File: config.mk
export PLATFORM = sky130hd
export DESIGN_NAME = tpg_gpio
export DESIGN_NICKNAME = d
export VERILOG_FILES = /design/src/tpg_pkg.sv /design/src/tpg_sync.sv /design/src/tpg_gpio.sv
export SDC_FILE = /design/constraint.sdc
export NUM_CORES = 1
export LEC_CHECK = 0
export BUFFER_PORTS_ARGS = -buffer_cell sky130_fd_sc_hd__buf_2
export CAP_MARGIN = 25
export CORE_ASPECT_RATIO = 1.25
export CORE_MARGIN = 4
export CORE_UTILIZATION = 46
export DETAILED_ROUTE_END_ITERATION = 10
export PLACE_DENSITY = 0.74
export SLEW_MARGIN = 20
export SYNTH_ARGS = -nofsm -noshare
export SYNTH_HDL_FRONTEND = slang
export SYNTH_SLANG_ARGS = --single-unit
File: constraint.sdc
create_clock -name aclk -period 2.5 [get_ports aclk]
set_input_delay 0.5 -clock aclk [delete_from_list [all_inputs] [get_ports aclk]]
set_output_delay 0.5 -clock aclk [all_outputs]
set_load 0.02 [all_outputs]
File: src/tpg_pkg.sv
`default_nettype none
package tpg_pkg;

  // ----------------------------------------------------------------
  // Port geometry and bus widths.
  // ----------------------------------------------------------------
  localparam int unsigned NPORT  = 3;
  localparam int unsigned PW     = 8;
  localparam int unsigned ADDR_W = 17;
  localparam int unsigned IDX_W  = 15;

  // ----------------------------------------------------------------
  // Register indices; the byte address is four times the index.
  // ----------------------------------------------------------------
  localparam logic [IDX_W-1:0] IDX_SEL_A = 15'h7f93;
  localparam logic [IDX_W-1:0] IDX_SEL_B = 15'h7f94;
  localparam logic [IDX_W-1:0] IDX_SEL_C = 15'h7f95;
  localparam logic [IDX_W-1:0] IDX_OUT_A = 15'h7f96;
  localparam logic [IDX_W-1:0] IDX_OUT_B = 15'h7f97;
  localparam logic [IDX_W-1:0] IDX_OUT_C = 15'h7f98;
  localparam logic [IDX_W-1:0] IDX_PIN_A = 15'h7f99;
  localparam logic [IDX_W-1:0] IDX_PIN_B = 15'h7f9a;
  localparam logic [IDX_W-1:0] IDX_PIN_C = 15'h7f9b;
  localparam logic [IDX_W-1:0] IDX_OE_A  = 15'h7f9c;
  localparam logic [IDX_W-1:0] IDX_OE_B  = 15'h7f9d;
  localparam logic [IDX_W-1:0] IDX_OE_C  = 15'h7f9e;

  // ----------------------------------------------------------------
  // Reset values and bus answers.
  // ----------------------------------------------------------------
  localparam logic [PW-1:0] OUT_RST     = 8'h00;
  localparam logic [PW-1:0] OE_RST      = 8'h00;
  localparam logic [PW-1:0] SEL_RST     = 8'h00;
  localparam logic [1:0]    RESP_OKAY   = 2'h0;
  localparam logic [1:0]    RESP_SLVERR = 2'h2;

  // ----------------------------------------------------------------
  // Types.
  // ----------------------------------------------------------------
  typedef enum logic [1:0] {KIND_OUT, KIND_PIN, KIND_OE, KIND_SEL} tpg_kind_type;

  typedef struct packed {
    logic         hit;
    tpg_kind_type kind;
    logic [1:0]   port;
  } tpg_dec_type;

  typedef struct packed {
    logic [PW-1:0] o;
    logic [PW-1:0] oe;
  } tpg_drive_type;

  // Maps a byte address onto register kind and port.
  function automatic tpg_dec_type tpg_decode(input logic [ADDR_W-1:0] addr);
    tpg_dec_type r;
    r = '{hit: 1'b1, kind: KIND_OUT, port: 2'h0};
    unique case (addr[ADDR_W-1:2])
      IDX_OUT_A: r = '{1'b1, KIND_OUT, 2'h0};
      IDX_OUT_B: r = '{1'b1, KIND_OUT, 2'h1};
      IDX_OUT_C: r = '{1'b1, KIND_OUT, 2'h2};
      IDX_PIN_A: r = '{1'b1, KIND_PIN, 2'h0};
      IDX_PIN_B: r = '{1'b1, KIND_PIN, 2'h1};
      IDX_PIN_C: r = '{1'b1, KIND_PIN, 2'h2};
      IDX_OE_A:  r = '{1'b1, KIND_OE, 2'h0};
      IDX_OE_B:  r = '{1'b1, KIND_OE, 2'h1};
      IDX_OE_C:  r = '{1'b1, KIND_OE, 2'h2};
      IDX_SEL_A: r = '{1'b1, KIND_SEL, 2'h0};
      IDX_SEL_B: r = '{1'b1, KIND_SEL, 2'h1};
      IDX_SEL_C: r = '{1'b1, KIND_SEL, 2'h2};
      default:   r.hit = 1'b0;
    endcase
    return r;
  endfunction : tpg_decode

endpackage : tpg_pkg
`default_nettype wire

File: src/tpg_sync.sv
`default_nettype none
module tpg_sync #(
  parameter int unsigned W = 24
) (
  // Clock and reset.
  input  wire logic         clk,
  input  wire logic         rst_n,
  // Asynchronous levels in, settled levels out.
  input  wire logic [W-1:0] d,
  output logic      [W-1:0] q
);

  logic [W-1:0] meta_q;
  logic [W-1:0] meta_d;
  logic [W-1:0] q_d;

  // The first stage feeds only the second stage.
  always_comb begin
    meta_d = d;
    q_d    = meta_q;
  end

  // Two flip-flops per bit, cleared by the synchronous reset.
  always_ff @(posedge clk) begin
    if (!rst_n) begin
      meta_q <= '0;
      q      <= '0;
    end else begin
      meta_q <= meta_d;
      q      <= q_d;
    end
  end

endmodule : tpg_sync
`default_nettype wire

File: src/tpg_gpio.sv
// Behaviour
// RQ1 - Pin outputs its latch bit when drive enabled and alternate function unselected.
// RQ2 - Latch writes are stored while drive is off, but the pin stays undriven.
// RQ3 - Pin-sample read returns live pin levels in either I/O or alternate use.
// RQ4 - Drive-enable bit one turns the pin driver on; zero leaves it an input.
// RQ5 - Alternate select overrides the drive-enable bit for that pin.
// RQ6 - Alternate select connects the pin to its on-chip alternate function.
// RQ7 - Port B and C output latches clear to zero at reset.
`default_nettype none
module tpg_gpio (
  // Clock and reset.
  input  wire logic                                        aclk,
  input  wire logic                                        aresetn,
  // Write address channel.
  input  wire logic [tpg_pkg::ADDR_W-1:0]                  s_axi_awaddr,
  input  wire logic                                        s_axi_awvalid,
  output logic                                             s_axi_awready,
  // Write data channel.
  input  wire logic [31:0]                                 s_axi_wdata,
  input  wire logic [3:0]                                  s_axi_wstrb,
  input  wire logic                                        s_axi_wvalid,
  output logic                                             s_axi_wready,
  // Write response channel.
  output logic [1:0]                                       s_axi_bresp,
  output logic                                             s_axi_bvalid,
  input  wire logic                                        s_axi_bready,
  // Read address channel.
  input  wire logic [tpg_pkg::ADDR_W-1:0]                  s_axi_araddr,
  input  wire logic                                        s_axi_arvalid,
  output logic                                             s_axi_arready,
  // Read data channel.
  output logic [31:0]                                      s_axi_rdata,
  output logic [1:0]                                       s_axi_rresp,
  output logic                                             s_axi_rvalid,
  input  wire logic                                        s_axi_rready,
  // Port pins.
  input  wire logic [tpg_pkg::NPORT-1:0][tpg_pkg::PW-1:0]  pin_i,
  output var tpg_pkg::tpg_drive_type [tpg_pkg::NPORT-1:0]  pin_drv,
  // Alternate on-chip functions.
  input  wire tpg_pkg::tpg_drive_type [tpg_pkg::NPORT-1:0] alt_drv,
  output logic [tpg_pkg::NPORT-1:0][tpg_pkg::PW-1:0]       alt_i
);
  import tpg_pkg::*;

  // ----------------------------------------------------------------
  // Declarations.
  // ----------------------------------------------------------------
  logic                           aw_hold_q, aw_hold_d;
  logic [ADDR_W-1:0]              awaddr_q, awaddr_d;
  logic                           w_hold_q, w_hold_d;
  logic [PW-1:0]                  wdata_q, wdata_d;
  logic                           wlane_q, wlane_d;
  logic                           bvalid_q, bvalid_d;
  logic [1:0]                     bresp_q, bresp_d;
  logic                           rvalid_q, rvalid_d;
  logic [1:0]                     rresp_q, rresp_d;
  logic [31:0]                    rdata_q, rdata_d;
  logic                           wr_en;
  logic                           ar_fire;
  tpg_dec_type                    wr_dec;
  tpg_dec_type                    ar_dec;
  logic [NPORT-1:0][PW-1:0]       out_q, out_d;
  logic [NPORT-1:0][PW-1:0]       oe_q, oe_d;
  logic [NPORT-1:0][PW-1:0]       sel_q, sel_d;
  logic [NPORT-1:0][PW-1:0]       samp;
  tpg_drive_type [NPORT-1:0]      drv_d;

  // ----------------------------------------------------------------
  // Bus handshakes and decode.
  // ----------------------------------------------------------------

  // Each write phase is held until its partner arrives.
  assign s_axi_awready = !aw_hold_q && !bvalid_q;
  assign s_axi_wready  = !w_hold_q && !bvalid_q;
  assign s_axi_arready = !rvalid_q;
  assign s_axi_bvalid  = bvalid_q;
  assign s_axi_bresp   = bresp_q;
  assign s_axi_rvalid  = rvalid_q;
  assign s_axi_rresp   = rresp_q;
  assign s_axi_rdata   = rdata_q;
  assign ar_fire       = s_axi_arvalid && s_axi_arready;
  assign wr_dec        = tpg_decode(awaddr_q);
  assign ar_dec        = tpg_decode(s_axi_araddr);

  // ----------------------------------------------------------------
  // Write channel.
  // ----------------------------------------------------------------

  // Captures address and data in either order, then commits once.
  always_comb begin
    aw_hold_d = aw_hold_q;
    awaddr_d  = awaddr_q;
    w_hold_d  = w_hold_q;
    wdata_d   = wdata_q;
    wlane_d   = wlane_q;
    bvalid_d  = bvalid_q;
    bresp_d   = bresp_q;
    wr_en     = 1'b0;
    if (s_axi_awvalid && s_axi_awready) begin
      aw_hold_d = 1'b1;
      awaddr_d  = s_axi_awaddr;
    end
    if (s_axi_wvalid && s_axi_wready) begin
      w_hold_d = 1'b1;
      wdata_d  = s_axi_wdata[PW-1:0];
      wlane_d  = s_axi_wstrb[0];
    end
    if (aw_hold_q && w_hold_q) begin
      aw_hold_d = 1'b0;
      w_hold_d  = 1'b0;
      bvalid_d  = 1'b1;
      bresp_d   = wr_dec.hit ? RESP_OKAY : RESP_SLVERR;
      wr_en     = wr_dec.hit && wlane_q;
    end
    if (bvalid_q && s_axi_bready) begin
      bvalid_d = 1'b0;
    end
  end

  // Registers the write channel state.
  always_ff @(posedge aclk) begin
    if (!aresetn) begin
      aw_hold_q <= 1'b0;
      awaddr_q  <= '0;
      w_hold_q  <= 1'b0;
      wdata_q   <= '0;
      wlane_q   <= 1'b0;
      bvalid_q  <= 1'b0;
      bresp_q   <= RESP_OKAY;
    end else begin
      aw_hold_q <= aw_hold_d;
      awaddr_q  <= awaddr_d;
      w_hold_q  <= w_hold_d;
      wdata_q   <= wdata_d;
      wlane_q   <= wlane_d;
      bvalid_q  <= bvalid_d;
      bresp_q   <= bresp_d;
    end
  end

  // ----------------------------------------------------------------
  // Port registers.
  // ----------------------------------------------------------------

  // Latch writes land whatever the drive enable says; sample is read-only.
  always_comb begin
    out_d = out_q;
    oe_d  = oe_q;
    sel_d = sel_q;
    if (wr_en) begin
      unique case (wr_dec.kind)
        KIND_OUT: out_d[wr_dec.port] = wdata_q; // RQ2
        KIND_OE:  oe_d[wr_dec.port]  = wdata_q;
        KIND_SEL: sel_d[wr_dec.port] = wdata_q;
        KIND_PIN: out_d = out_q;
      endcase
    end
  end

  // Registers the port state; all latches clear at reset.
  always_ff @(posedge aclk) begin
    if (!aresetn) begin
      out_q <= {NPORT{OUT_RST}}; // RQ7
      oe_q  <= {NPORT{OE_RST}};
      sel_q <= {NPORT{SEL_RST}};
    end else begin
      out_q <= out_d;
      oe_q  <= oe_d;
      sel_q <= sel_d;
    end
  end

  // ----------------------------------------------------------------
  // Read channel.
  // ----------------------------------------------------------------

  // Returns the addressed register in the low byte.
  always_comb begin
    rvalid_d = rvalid_q;
    rresp_d  = rresp_q;
    rdata_d  = rdata_q;
    if (ar_fire) begin
      rvalid_d = 1'b1;
      rresp_d  = ar_dec.hit ? RESP_OKAY : RESP_SLVERR;
      rdata_d  = 32'h0000_0000;
      if (ar_dec.hit) begin
        unique case (ar_dec.kind)
          KIND_OUT: rdata_d[PW-1:0] = out_q[ar_dec.port];
          KIND_PIN: rdata_d[PW-1:0] = samp[ar_dec.port]; // RQ3
          KIND_OE:  rdata_d[PW-1:0] = oe_q[ar_dec.port];
          KIND_SEL: rdata_d[PW-1:0] = sel_q[ar_dec.port];
        endcase
      end
    end else if (rvalid_q && s_axi_rready) begin
      rvalid_d = 1'b0;
    end
  end

  // Registers the read channel state.
  always_ff @(posedge aclk) begin
    if (!aresetn) begin
      rvalid_q <= 1'b0;
      rresp_q  <= RESP_OKAY;
      rdata_q  <= 32'h0000_0000;
    end else begin
      rvalid_q <= rvalid_d;
      rresp_q  <= rresp_d;
      rdata_q  <= rdata_d;
    end
  end

  // ----------------------------------------------------------------
  // Pin sampling and drive.
  // ----------------------------------------------------------------

  // Pins settle through two flops before reads or alternate inputs.
  tpg_sync #(
    .W (NPORT * PW)
  ) tpg_sync_i (
    .clk   (aclk),
    .rst_n (aresetn),
    .d     (pin_i),
    .q     (samp)
  );

  // Alternate functions see the same settled levels as software.
  assign alt_i = samp; // RQ3

  // Per pin, the select bit picks alternate or latch drive.
  generate
    for (genvar p = 0; p < NPORT; p++) begin : g_port
      always_comb begin
        drv_d[p].o  = (sel_q[p] & alt_drv[p].o) | (~sel_q[p] & out_q[p]); // RQ1 RQ6
        drv_d[p].oe = (sel_q[p] & alt_drv[p].oe) | (~sel_q[p] & oe_q[p]); // RQ4 RQ5
      end
    end
  endgenerate

  // Registers the pin drivers; pins float during reset.
  always_ff @(posedge aclk) begin
    if (!aresetn) begin
      pin_drv <= '0;
    end else begin
      pin_drv <= drv_d;
    end
  end

  generate
    for (genvar p = 0; p < NPORT; p++) begin : g_chk

    end
  endgenerate
endmodule : tpg_gpio
`default_nettype wire

==> results of run 1 <==
[layout by cell type, fill, tap and decap left out, types with 5 or more instances in the layout]
master	instances
buf_12	5
nor2b_1	92
nand2_1	144
clkbuf_1	6
mux2i_1	91
nor2_1	8
dfxtp_1	206
nand2b_1	10
nand3_1	16
mux2_2	18
buf_4	38
a221oi_1	6
a21boi_0	56
and2_1	57
buf_2	203
o21ai_0	18
a31oi_1	5
a311oi_1	8
a21oi_1	15
clkbuf_16	21
conb_1	26
[logic make-up (layout without fill, tap and decap cells)]
logic type	Yosys count	after routing	synth area share [%]
other cells	1	26	0.04281
mux	112	112	13.23
flops	206	206	47.08
buf+inv	83	285	5.542
simple gates	361	361	21.97
xor+xnor	2	2	0.2000
compound gates	141	141	11.94
[sequential cells by signal, indices dropped and copies added, names as in the netlist]
name               count
oe_q                  24
out_q                 24
awaddr_q              15
s_axi_rdata            8
aw_hold_q              1
wdata_q                8
s_axi_rvalid           1
w_hold_q               1
sel_q                 24
wlane_q                1
tpg_sync_i.meta_q     24
s_axi_rresp            1
s_axi_bvalid           1
s_axi_bresp            1
tpg_sync_i.q          24
pin_drv               48
[stage by stage]
step | utilization (%) | hold slack [ns] | area, µm² | setup WS (ns)
6_report | 57.20 | 0.2176 | 10740 | 0.2044
4_1_cts | 57.16 | 0.2086 | 10730 | 0.2293
3_3_place_gp | 53.65 | 0.4139 | 10070 | -0.2759
2_1_floorplan | - | 0.4119 | 8865 | 0.03563
5_1_grt | 57.20 | 0.2131 | 10740 | 0.01801
3_5_place_dp | 53.65 | 0.4190 | 10070 | -0.2848
[cell type report]
cell class              instances  area (µm²)  share of cell area [%]
clock buffers                  30       589.3                   5.487
well taps                     232       290.3                   2.703
flip-flops and latches        206        4124                   38.40
inverters                       2       7.507                 0.06990
clock inverters                 7       70.07                  0.6524
multi-input cells             642        4258                   39.64
repair buffers                246        1401                   13.05
[cell usage after synthesis (2+ instances only)]
master       n  area share [%]
and2_2       2            0.17
or3_1        2            0.14
nand4_1      3            0.21
buf_4       27             2.3
nand3_1     16            0.91
inv_1        2           0.086
a211o_1      2            0.20
o31ai_1      4            0.34
a21oi_1     15            0.86
buf_2        6            0.34
o31a_1       2            0.20
a22o_1       3            0.30
nor3_1       4            0.23
nand2_1    144             6.2
mux2_2      18             2.3
or4bb_1      2            0.26
nand4b_1     4            0.40
a21boi_0    56             4.8
o211a_1      3            0.34
o21ai_0     18             1.0
a2111oi_0    4            0.40
mux2_4       3            0.51
a31oi_1      5            0.36
nand2b_1    10            0.71
nor2_1       9            0.39
a31o_2       2            0.20
clkbuf_8     3            0.47
a311oi_1     8            0.80
nor2b_1     92             6.6
and2_1      57             4.1
xor2_1       2            0.20
buf_6        3            0.39
and3_1       2            0.14
a21boi_1     2            0.17
mux2i_1     91              10
a32oi_1      4            0.40
a221oi_1     6            0.60
dfxtp_1    206              47
clkbuf_1    40             1.7
[layer usage]
layer,global-route usage (%),vias up,part of all wire (%)
met3,3.005,51,5.9
li1,-,3474,-
met1,25.23,3296,40
met4,8.262,0,3.5
met2,38.67,265,51
met5,0,-,0
[timing repair]
action	CTS	global route
resized for setup	0	1
endpoints found under the setup margin	0	1
buffers inserted	0	0
[power by group through the flow]
stage	logic, µW	registers, µW	clock network [µW]
4_1_cts	454	3420	3050
5_1_grt	501	3430	3180
3_5_place_dp	452	3500	0
3_3_place_gp	446	3490	0
6_report	453	3420	2980
2_1_floorplan	300	3480	0
[worst max path at each step]
stage                endpoint  cells after the start
6_report             oe_q[14]                      7
3_3_place_gp   s_axi_rdata[2]                      8
4_1_cts              oe_q[14]                      7
5_1_grt              oe_q[14]                      7
3_5_place_dp   s_axi_rdata[2]                      8
2_1_floorplan  s_axi_rdata[3]                      8
==> impl_table.tex, run 1 <==
\begin{tabular}{lr}
\hline
Metric & Value \\
\hline
\multicolumn{2}{l}{\textbf{STA}} \\
\quad Relative max-transition margin & between 40\% and 50\% \\
\quad Tcrit/Tclk final & slightly above 90\% \\
\quad Sum of negative setup slack & 0 ns \\
\quad Post-route clock skew & 0.02822 ns \\
\quad Final number of setup-violating endpoints & 0 \\
\quad Hold violation total from the final report & 0 \\
\quad Max-slew violation total from the final report & 0 \\
\quad RSZ-0062 raised after global routing & false \\
\quad Upper clock frequency limit & roughly 440 MHz \\
\quad Clock period minus final worst setup slack & 2.296 ns \\
\quad Transition time of the tightest slew-check pin & between 0.7 and 0.8 ns \\
\multicolumn{2}{l}{\textbf{CTS}} \\
\quad Clock-pin slew of the registers on the worst-case setup and hold paths & $\sim$0.06 ns \\
\quad CTS H-Tree Depth & 1 \\
\quad Clock root buffer & clkbuf\_16 \\
\quad Clock tree buffer depth & 3 \\
\quad Total number of clock tree sinks & 206 \\
\quad CTS tree & yes \\
\quad Number of CTS-inserted buffers & 21 \\
\quad Number of buffers inserted by hold repair at cts & 0 \\
\quad Worst skew pair latency & 0.51 ns \\
\multicolumn{2}{l}{\textbf{Pwr}} \\
\quad Internal power & about 5300 µW \\
\quad Portion of total power attributed to sequential cells & between 40 and 50\% \\
\quad Worst voltage drop across the vdd grid & $\sim$530 µV \\
\quad Power after layout & 6861 µW \\
\quad Reported net switching power & $\sim$1600 µW \\
\quad Part of the power in the clock network & 43.5\% \\
\quad LEAKAGE & 0.004519 µW \\
\quad Sw frac & 22.63\% \\
\quad Relative contribution of combinational cells to total power & between 6 and 7\% \\
\quad Power density normalized to cell area & approximately 640 mW/mm² \\
\multicolumn{2}{l}{\textbf{GRT}} \\
\quad Overall overflow remaining after global route & 0 \\
\quad Largest net degree at the start of global routing & 77 \\
\quad Antenna violations before repair & 0 \\
\quad Global router's overall resource usage & 21.20\% \\
\quad First-pass GRT wire length & around 37 mm \\
\quad Vias in the first global route & 7145 \\
\multicolumn{2}{l}{\textbf{Setup path}} \\
\quad Worst flop-to-flop path endpoint & oe\_q[14] \\
\quad Startpoint of the most critical setup path & aw\_hold\_q \\
\quad Reg2reg path depth & 7 \\
\quad Worst reg2reg setup slack & 0.20 ns \\
\quad Start-to-end type of the worst setup path & flip-flop to flip-flop \\
\quad Cell chain of the critical path & nand3\_1 > or4\_1 > buf\_4 > nor2\_1 > nand2\_1 > mux2i\_1 > nor2b\_1 \\
\quad Launching element type of the critical path & flip-flop \\
\quad Worst-path fanout max & 8 \\
\quad Family with the most delay on the worst path & simple AND/OR/NAND/NOR gates \\
\quad Longest individual stage delay on the worst path & roughly 0.6 ns \\
\quad Data arrival, critical path & 2.67 ns \\
\quad Required @ worst endpoint & approximately 2.9 ns \\
\quad Slowest cell on crit path & or4\_1 \\
\quad Element type at the critical path end & flip-flop \\
\quad Number of buffers and inverters on the critical path & 1 \\
\quad Reg2reg start & aw\_hold\_q \\
\multicolumn{2}{l}{\textbf{Worst hold path}} \\
\quad Hold path start & pin\_i[1] \\
\quad Worst min-delay path category & input port to flip-flop \\
\quad Hold Crit Depth & 2 \\
\quad Worst-case hold path end point & tpg\_sync\_i.meta\_q[1] \\
\multicolumn{2}{l}{\textbf{Yosys}} \\
\quad Async set-or-reset flop fraction in the synthesized netlist & 0\% \\
\quad Post-synth EDFFs & 0 \\
\quad Syn\_area\_per\_cell & 9.668 µm² \\
\quad Syn Std Cell Area & 0.008760 mm² \\
\quad Flop and latch count out of synthesis & around 210 \\
\quad Cell count after synthesis & 906 \\
\quad Flip-flop cell with the highest count after synthesis & dfxtp\_1 \\
\quad Synthesis Warnings & 0 \\
\quad Synth unique cells & between 60 and 70 \\
\quad Register area share after synthesis & a little under half \\
\multicolumn{2}{l}{\textbf{Routing}} \\
\quad Routed vias & 7086 \\
\quad Number of DRC violations after detailed routing & 0 \\
\quad Number of iterations in the first detailed-routing pass & 6 \\
\quad Routed WL per cell & 17.02 µm \\
\quad Average vias per placed instance & 5.191 \\
\quad Antenna-violating nets left & 0 \\
\quad First DRT Iteration DRCs & 358 \\
\quad Routed WL & 23.23 mm \\
\multicolumn{2}{l}{\textbf{Floorplan}} \\
\quad \# rows & between 50 and 60 \\
\quad Total core area & 0.01878 mm² \\
\quad Num ports & around 260 \\
\quad Overall die height & 162.3 µm \\
\quad Die Footprint & approximately 0.021 mm² \\
\quad Initial Utilization & 46.65\% \\
\quad Overall die width & 131.4 µm \\
\multicolumn{2}{l}{\textbf{Flow run}} \\
\quad \# Max-Cap Violations & 0 \\
\multicolumn{2}{l}{\textbf{Place}} \\
\quad Number of input and output port buffers inserted & 204 \\
\quad Number of placed instances, taps included & 1328 \\
\quad HPWL after detailed placement & $\sim$18 mm \\
\quad Weighted congestion reported at the end of routability-driven placement & 0.9161 \\
\multicolumn{2}{l}{\textbf{Finish}} \\
\quad Finished Layout Cells & 1365 \\
\quad Area overhead of the layout relative to synthesis & 22.61\% \\
\quad Count of filler cells inserted in the layout & 1666 \\
\quad Fin nets & 1268 \\
\quad Proportion of layout cells with a drive suffix above 1 & $\sim$28\% \\
\quad Number of diodes & 0 \\
\multicolumn{2}{l}{\textbf{Outcome}} \\
\quad Outcome & complete, no violations \\
\hline
\end{tabular}
Power figures use the tool's default switching activity.
==> run 2, diff against run 1 <==
Settings changed: ABC_AREA set to 1, PLACE_DENSITY 0.74 to unset, PLACE_DENSITY_LB_ADDON set to 0.15.
==> run 2 against run 1 <==
Critical path depth increased by 6. Synthesized cell count increased by 38%. Largest power group is now clock. Die area increased by 2.3%. Power increased by 7.7%. Non-clock buffer count decreased by 4.
==> impl_table.tex, run 2 <==
\begin{tabular}{lr}
\hline
Metric & Value \\
\hline
\multicolumn{2}{l}{\textbf{STA}} \\
\quad Upper clock frequency limit & between 400 and 500 MHz \\
\quad Least setup slack across all paths after layout & 0.2351 ns \\
\quad Sum of negative setup slack & 0 ns \\
\quad Relative max-transition margin & between 50\% and 60\% \\
\quad Max-slew violation total from the final report & 0 \\
\quad Hold slack & 0.1716 ns \\
\quad Hold violation total from the final report & 0 \\
\quad Clock period minus final worst setup slack & approximately 2.3 ns \\
\quad Tcrit/Tclk final & between 90\% and 100\% \\
\quad Transition time of the tightest slew-check pin & 0.6618 ns \\
\quad Final number of setup-violating endpoints & 0 \\
\quad Post-route clock skew & 0.009880 ns \\
\multicolumn{2}{l}{\textbf{Setup path}} \\
\quad Data arrival, critical path & 2.62 ns \\
\quad Cell seen most often among critical-path stages & nand2\_1 \\
\quad Reg2reg start & awaddr\_q[12] \\
\quad Worst flop-to-flop path endpoint & oe\_q[11] \\
\quad Worst reg2reg setup slack & 0.24 ns \\
\quad Number of buffers and inverters on the critical path & 2 \\
\quad Worst-path fanout max & 11 \\
\quad Start-to-end type of the worst setup path & flip-flop to flip-flop \\
\quad Reg2reg path depth & 13 \\
\quad Slowest cell on crit path & dfxtp\_1 \\
\quad Family with the most delay on the worst path & simple AND/OR/NAND/NOR gates \\
\quad Element type at the critical path end & flip-flop \\
\quad Launching element type of the critical path & flip-flop \\
\quad Longest individual stage delay on the worst path & between 0.3 and 0.4 ns \\
\quad Required @ worst endpoint & 2.86 ns \\
\quad Cell chain of the critical path & nand3\_1 > nor3\_4 > buf\_12 > buf\_4 > nand3\_2 > nand2\_1 > nor2\_1 > nand3\_2 > nand3\_4 > nor2\_4 > nand2\_1 > nand2\_1 > a21oi\_1 \\
\multicolumn{2}{l}{\textbf{Floorplan}} \\
\quad \# rows & 56 \\
\quad Overall die height & roughly 160 µm \\
\quad Die Footprint & 0.02182 mm² \\
\quad Overall die width & between 100 and 150 µm \\
\quad Initial Utilization & a little under half \\
\quad Total core area & 0.01899 mm² \\
\quad Num ports & 262 \\
\multicolumn{2}{l}{\textbf{Yosys}} \\
\quad Compound-Gate Fraction of Synth Area & 14.61\% \\
\quad List of most frequent post-synthesis cells & nand2\_1 (271), dfxtp\_1 (206), inv\_1 (149) \\
\quad Most common cell in the synthesized netlist & nand2\_1 \\
\quad Register area share after synthesis & 45.96\% \\
\quad Leading area contributor after synthesis & dfxtp\_1 \\
\quad Synth unique cells & 34 \\
\quad Syn\_area\_per\_cell & 7.172 µm² \\
\quad Async set-or-reset flop fraction in the synthesized netlist & 0\% \\
\quad Synthesis Warnings & 0 \\
\quad Syn Std Cell Area & 0.008972 mm² \\
\quad Post-synthesis xor/xnor area fraction & 0\% \\
\quad Post-synth EDFFs & 0 \\
\quad Portion of netlist area occupied by mux cells & 0\% \\
\quad Area fraction in and, or, nand and nor cells after synthesis & 27.23\% \\
\quad Flip-flop cell with the highest count after synthesis & dfxtp\_1 \\
\quad Flop and latch count out of synthesis & between 200 and 250 \\
\quad Post-synth top area share & 45.96\% \\
\quad Cell count after synthesis & roughly 1300 \\
\quad Ranking of synthesized cells by area & dfxtp\_1 (46\%), nand2\_1 (11\%), a21oi\_1 (7.5\%) \\
\quad Largest family of logic cells by synthesized area & simple AND/OR/NAND/NOR gates \\
\quad Fraction of the mapped netlist area in adder cells & 0\% \\
\multicolumn{2}{l}{\textbf{CTS}} \\
\quad Clock root buffer & clkbuf\_16 \\
\quad Number of CTS-inserted buffers & 23 \\
\quad CTS tree & yes \\
\quad Number of buffers inserted by hold repair at cts & 0 \\
\quad Clock tree buffer depth & 3 \\
\quad Worst skew pair latency & just over 0.5 ns \\
\quad CTS H-Tree Depth & 1 \\
\quad Clock-pin slew of the registers on the worst-case setup and hold paths & 0.06 ns \\
\quad Total number of clock tree sinks & 206 \\
\multicolumn{2}{l}{\textbf{Pwr}} \\
\quad Power after layout & between 7000 and 8000 µW \\
\quad LEAKAGE & 0.005229 µW \\
\quad Worst voltage drop across the vdd grid & roughly 440 µV \\
\quad Power density normalized to cell area & 669.8 mW/mm² \\
\multicolumn{2}{l}{\textbf{Place}} \\
\quad Setup slack after placement & around 0.098 ns \\
\quad Number of input and output port buffers inserted & 204 \\
\quad HPWL after detailed placement & 18.94 mm \\
\quad Weighted congestion reported at the end of routability-driven placement & 0.9092 \\
\quad Post-detailed-placement cell area & 0.01018 mm² \\
\multicolumn{2}{l}{\textbf{GRT}} \\
\quad Global router's overall resource usage & 22.75\% \\
\quad Antenna violations before repair & 1 \\
\quad Overall overflow remaining after global route & 0 \\
\quad Largest net degree at the start of global routing & 81 \\
\quad Vias in the first global route & approximately 8000 \\
\quad First-pass GRT wire length & roughly 40 mm \\
\multicolumn{2}{l}{\textbf{Routing}} \\
\quad Antenna-violating nets left & 0 \\
\quad Number of DRC violations after detailed routing & 0 \\
\quad Routed vias & 8535 \\
\quad Routed WL per cell & 14.77 µm \\
\quad Average vias per placed instance & between 4 and 5 \\
\quad First DRT Iteration DRCs & 686 \\
\quad Routed WL & 25.65 mm \\
\quad Number of iterations in the first detailed-routing pass & 5 \\
\multicolumn{2}{l}{\textbf{Flow run}} \\
\quad \# Max-Cap Violations & 0 \\
\multicolumn{2}{l}{\textbf{Finish}} \\
\quad Cell area after layout & 0.01103 mm² \\
\quad Combined area of the multi-input logic cells & 0.003857 mm² \\
\quad Proportion of layout cells with a drive suffix above 1 & about a fifth \\
\quad Flip-flop count of the largest register after layout & 48 \\
\quad Count of filler cells inserted in the layout & between 1500 and 2000 \\
\quad Number of diodes & 0 \\
\quad Largest register by flop count & pin\_drv \\
\quad Sequential cell area & between 0.004 and 0.005 mm² \\
\quad Fin nets & about 1600 \\
\quad Area overhead of the layout relative to synthesis & 22.97\% \\
\quad Commonest non-fill, non-tap cell in the layout & nand2\_1 \\
\quad Most used cells in the layout excluding fill and tap cells & nand2\_1 (269), dfxtp\_1 (206), buf\_2 (203), inv\_1 (149), a21oi\_1 (135) \\
\multicolumn{2}{l}{\textbf{Worst hold path}} \\
\quad Worst min-delay path category & input port to flip-flop \\
\quad Hold path start & pin\_i[13] \\
\quad Worst-case hold path end point & tpg\_sync\_i.meta\_q[13] \\
\quad Hold Crit Depth & 3 \\
\multicolumn{2}{l}{\textbf{Outcome}} \\
\quad Outcome & complete, no violations \\
\hline
\end{tabular}
## run 2: cell types whose count changed after synthesis, moves of 91 or more
| cell | delta |
|---|---|
| nand2_1 | +127 |
| a21oi_1 | +120 |
| mux2i_1 | -91 |
| nor2b_1 | -92 |
| nor2_1 | +116 |
| inv_1 | +147 |
## run 2: metrics by stage
step,utilization (%),cells
after CTS,57.79,1733
after floorplan,-,1276
after detailed placement,53.64,1691
after global routing,58.10,1737
final,58.10,1737
after global placement,53.64,1691
## run 2: cell type report
type,instances,area share (%)
inverter,154,5.239
tap,261,2.960
timing repair buffer,242,12.32
sequential,206,37.38
multi-input combinational,832,34.96
clock inverter,11,1.293
clock buffer,31,5.852
## run 2: where the power goes
group	total, µW	internal [µW]	leakage [µW]	switching (µW)
Combinational	453	161	0.00316	292
Clock	3470	2130	0.000390	1340
Sequential	3460	3370	0.00168	94.3
Total	7390	5660	0.00523	1730
## run 2: logic make-up after synthesis
group | Yosys count
flip-flops | 206
other | 1
AND/OR/NAND/NOR | 553
buffers and inverters | 238
AO/OA/AOI/OAI | 253
## run 2: routing by layer
| metal | global-route usage (%) | part of all wire [%] | up-vias |
|---|---|---|---|
| li1 | - | - | 4385 |
| met1 | 28.30 | 41 | 3799 |
| met2 | 39.63 | 48 | 286 |
| met3 | 3.738 | 6.5 | 63 |
| met4 | 8.507 | 3.6 | 2 |
| met5 | 0 | 0.027 | - |
## run 2: how the worst max path moves through the flow
| stage | startpoint | endpoint | slack [ns] | cells past startpoint |
|---|---|---|---|---|
| after detailed placement | awaddr_q[15] | sel_q[22] | 0.1 | 11 |
| after floorplan | s_axi_araddr[9] | s_axi_rdata[5] | 0.58 | 14 |
| after global routing | awaddr_q[16] | sel_q[17] | -0.01 | 12 |
| after CTS | awaddr_q[15] | sel_q[21] | 0.08 | 11 |
| final | awaddr_q[12] | oe_q[11] | 0.24 | 13 |
| after global placement | s_axi_araddr[5] | s_axi_rdata[1] | 0.14 | 15 |
## run 2: timing repair
item / CTS / global route
gates resized for setup: 0 / 2
setup endpoints to repair: 0 / 63
buffers inserted: 0 / 4
## run 2: worst min-delay path: cells and delay by family
| family | cells | cell delay [ns] |
|---|---|---|
| buf+inv | 2 | 0.11 |
| simple gates | 1 | 0.04 |
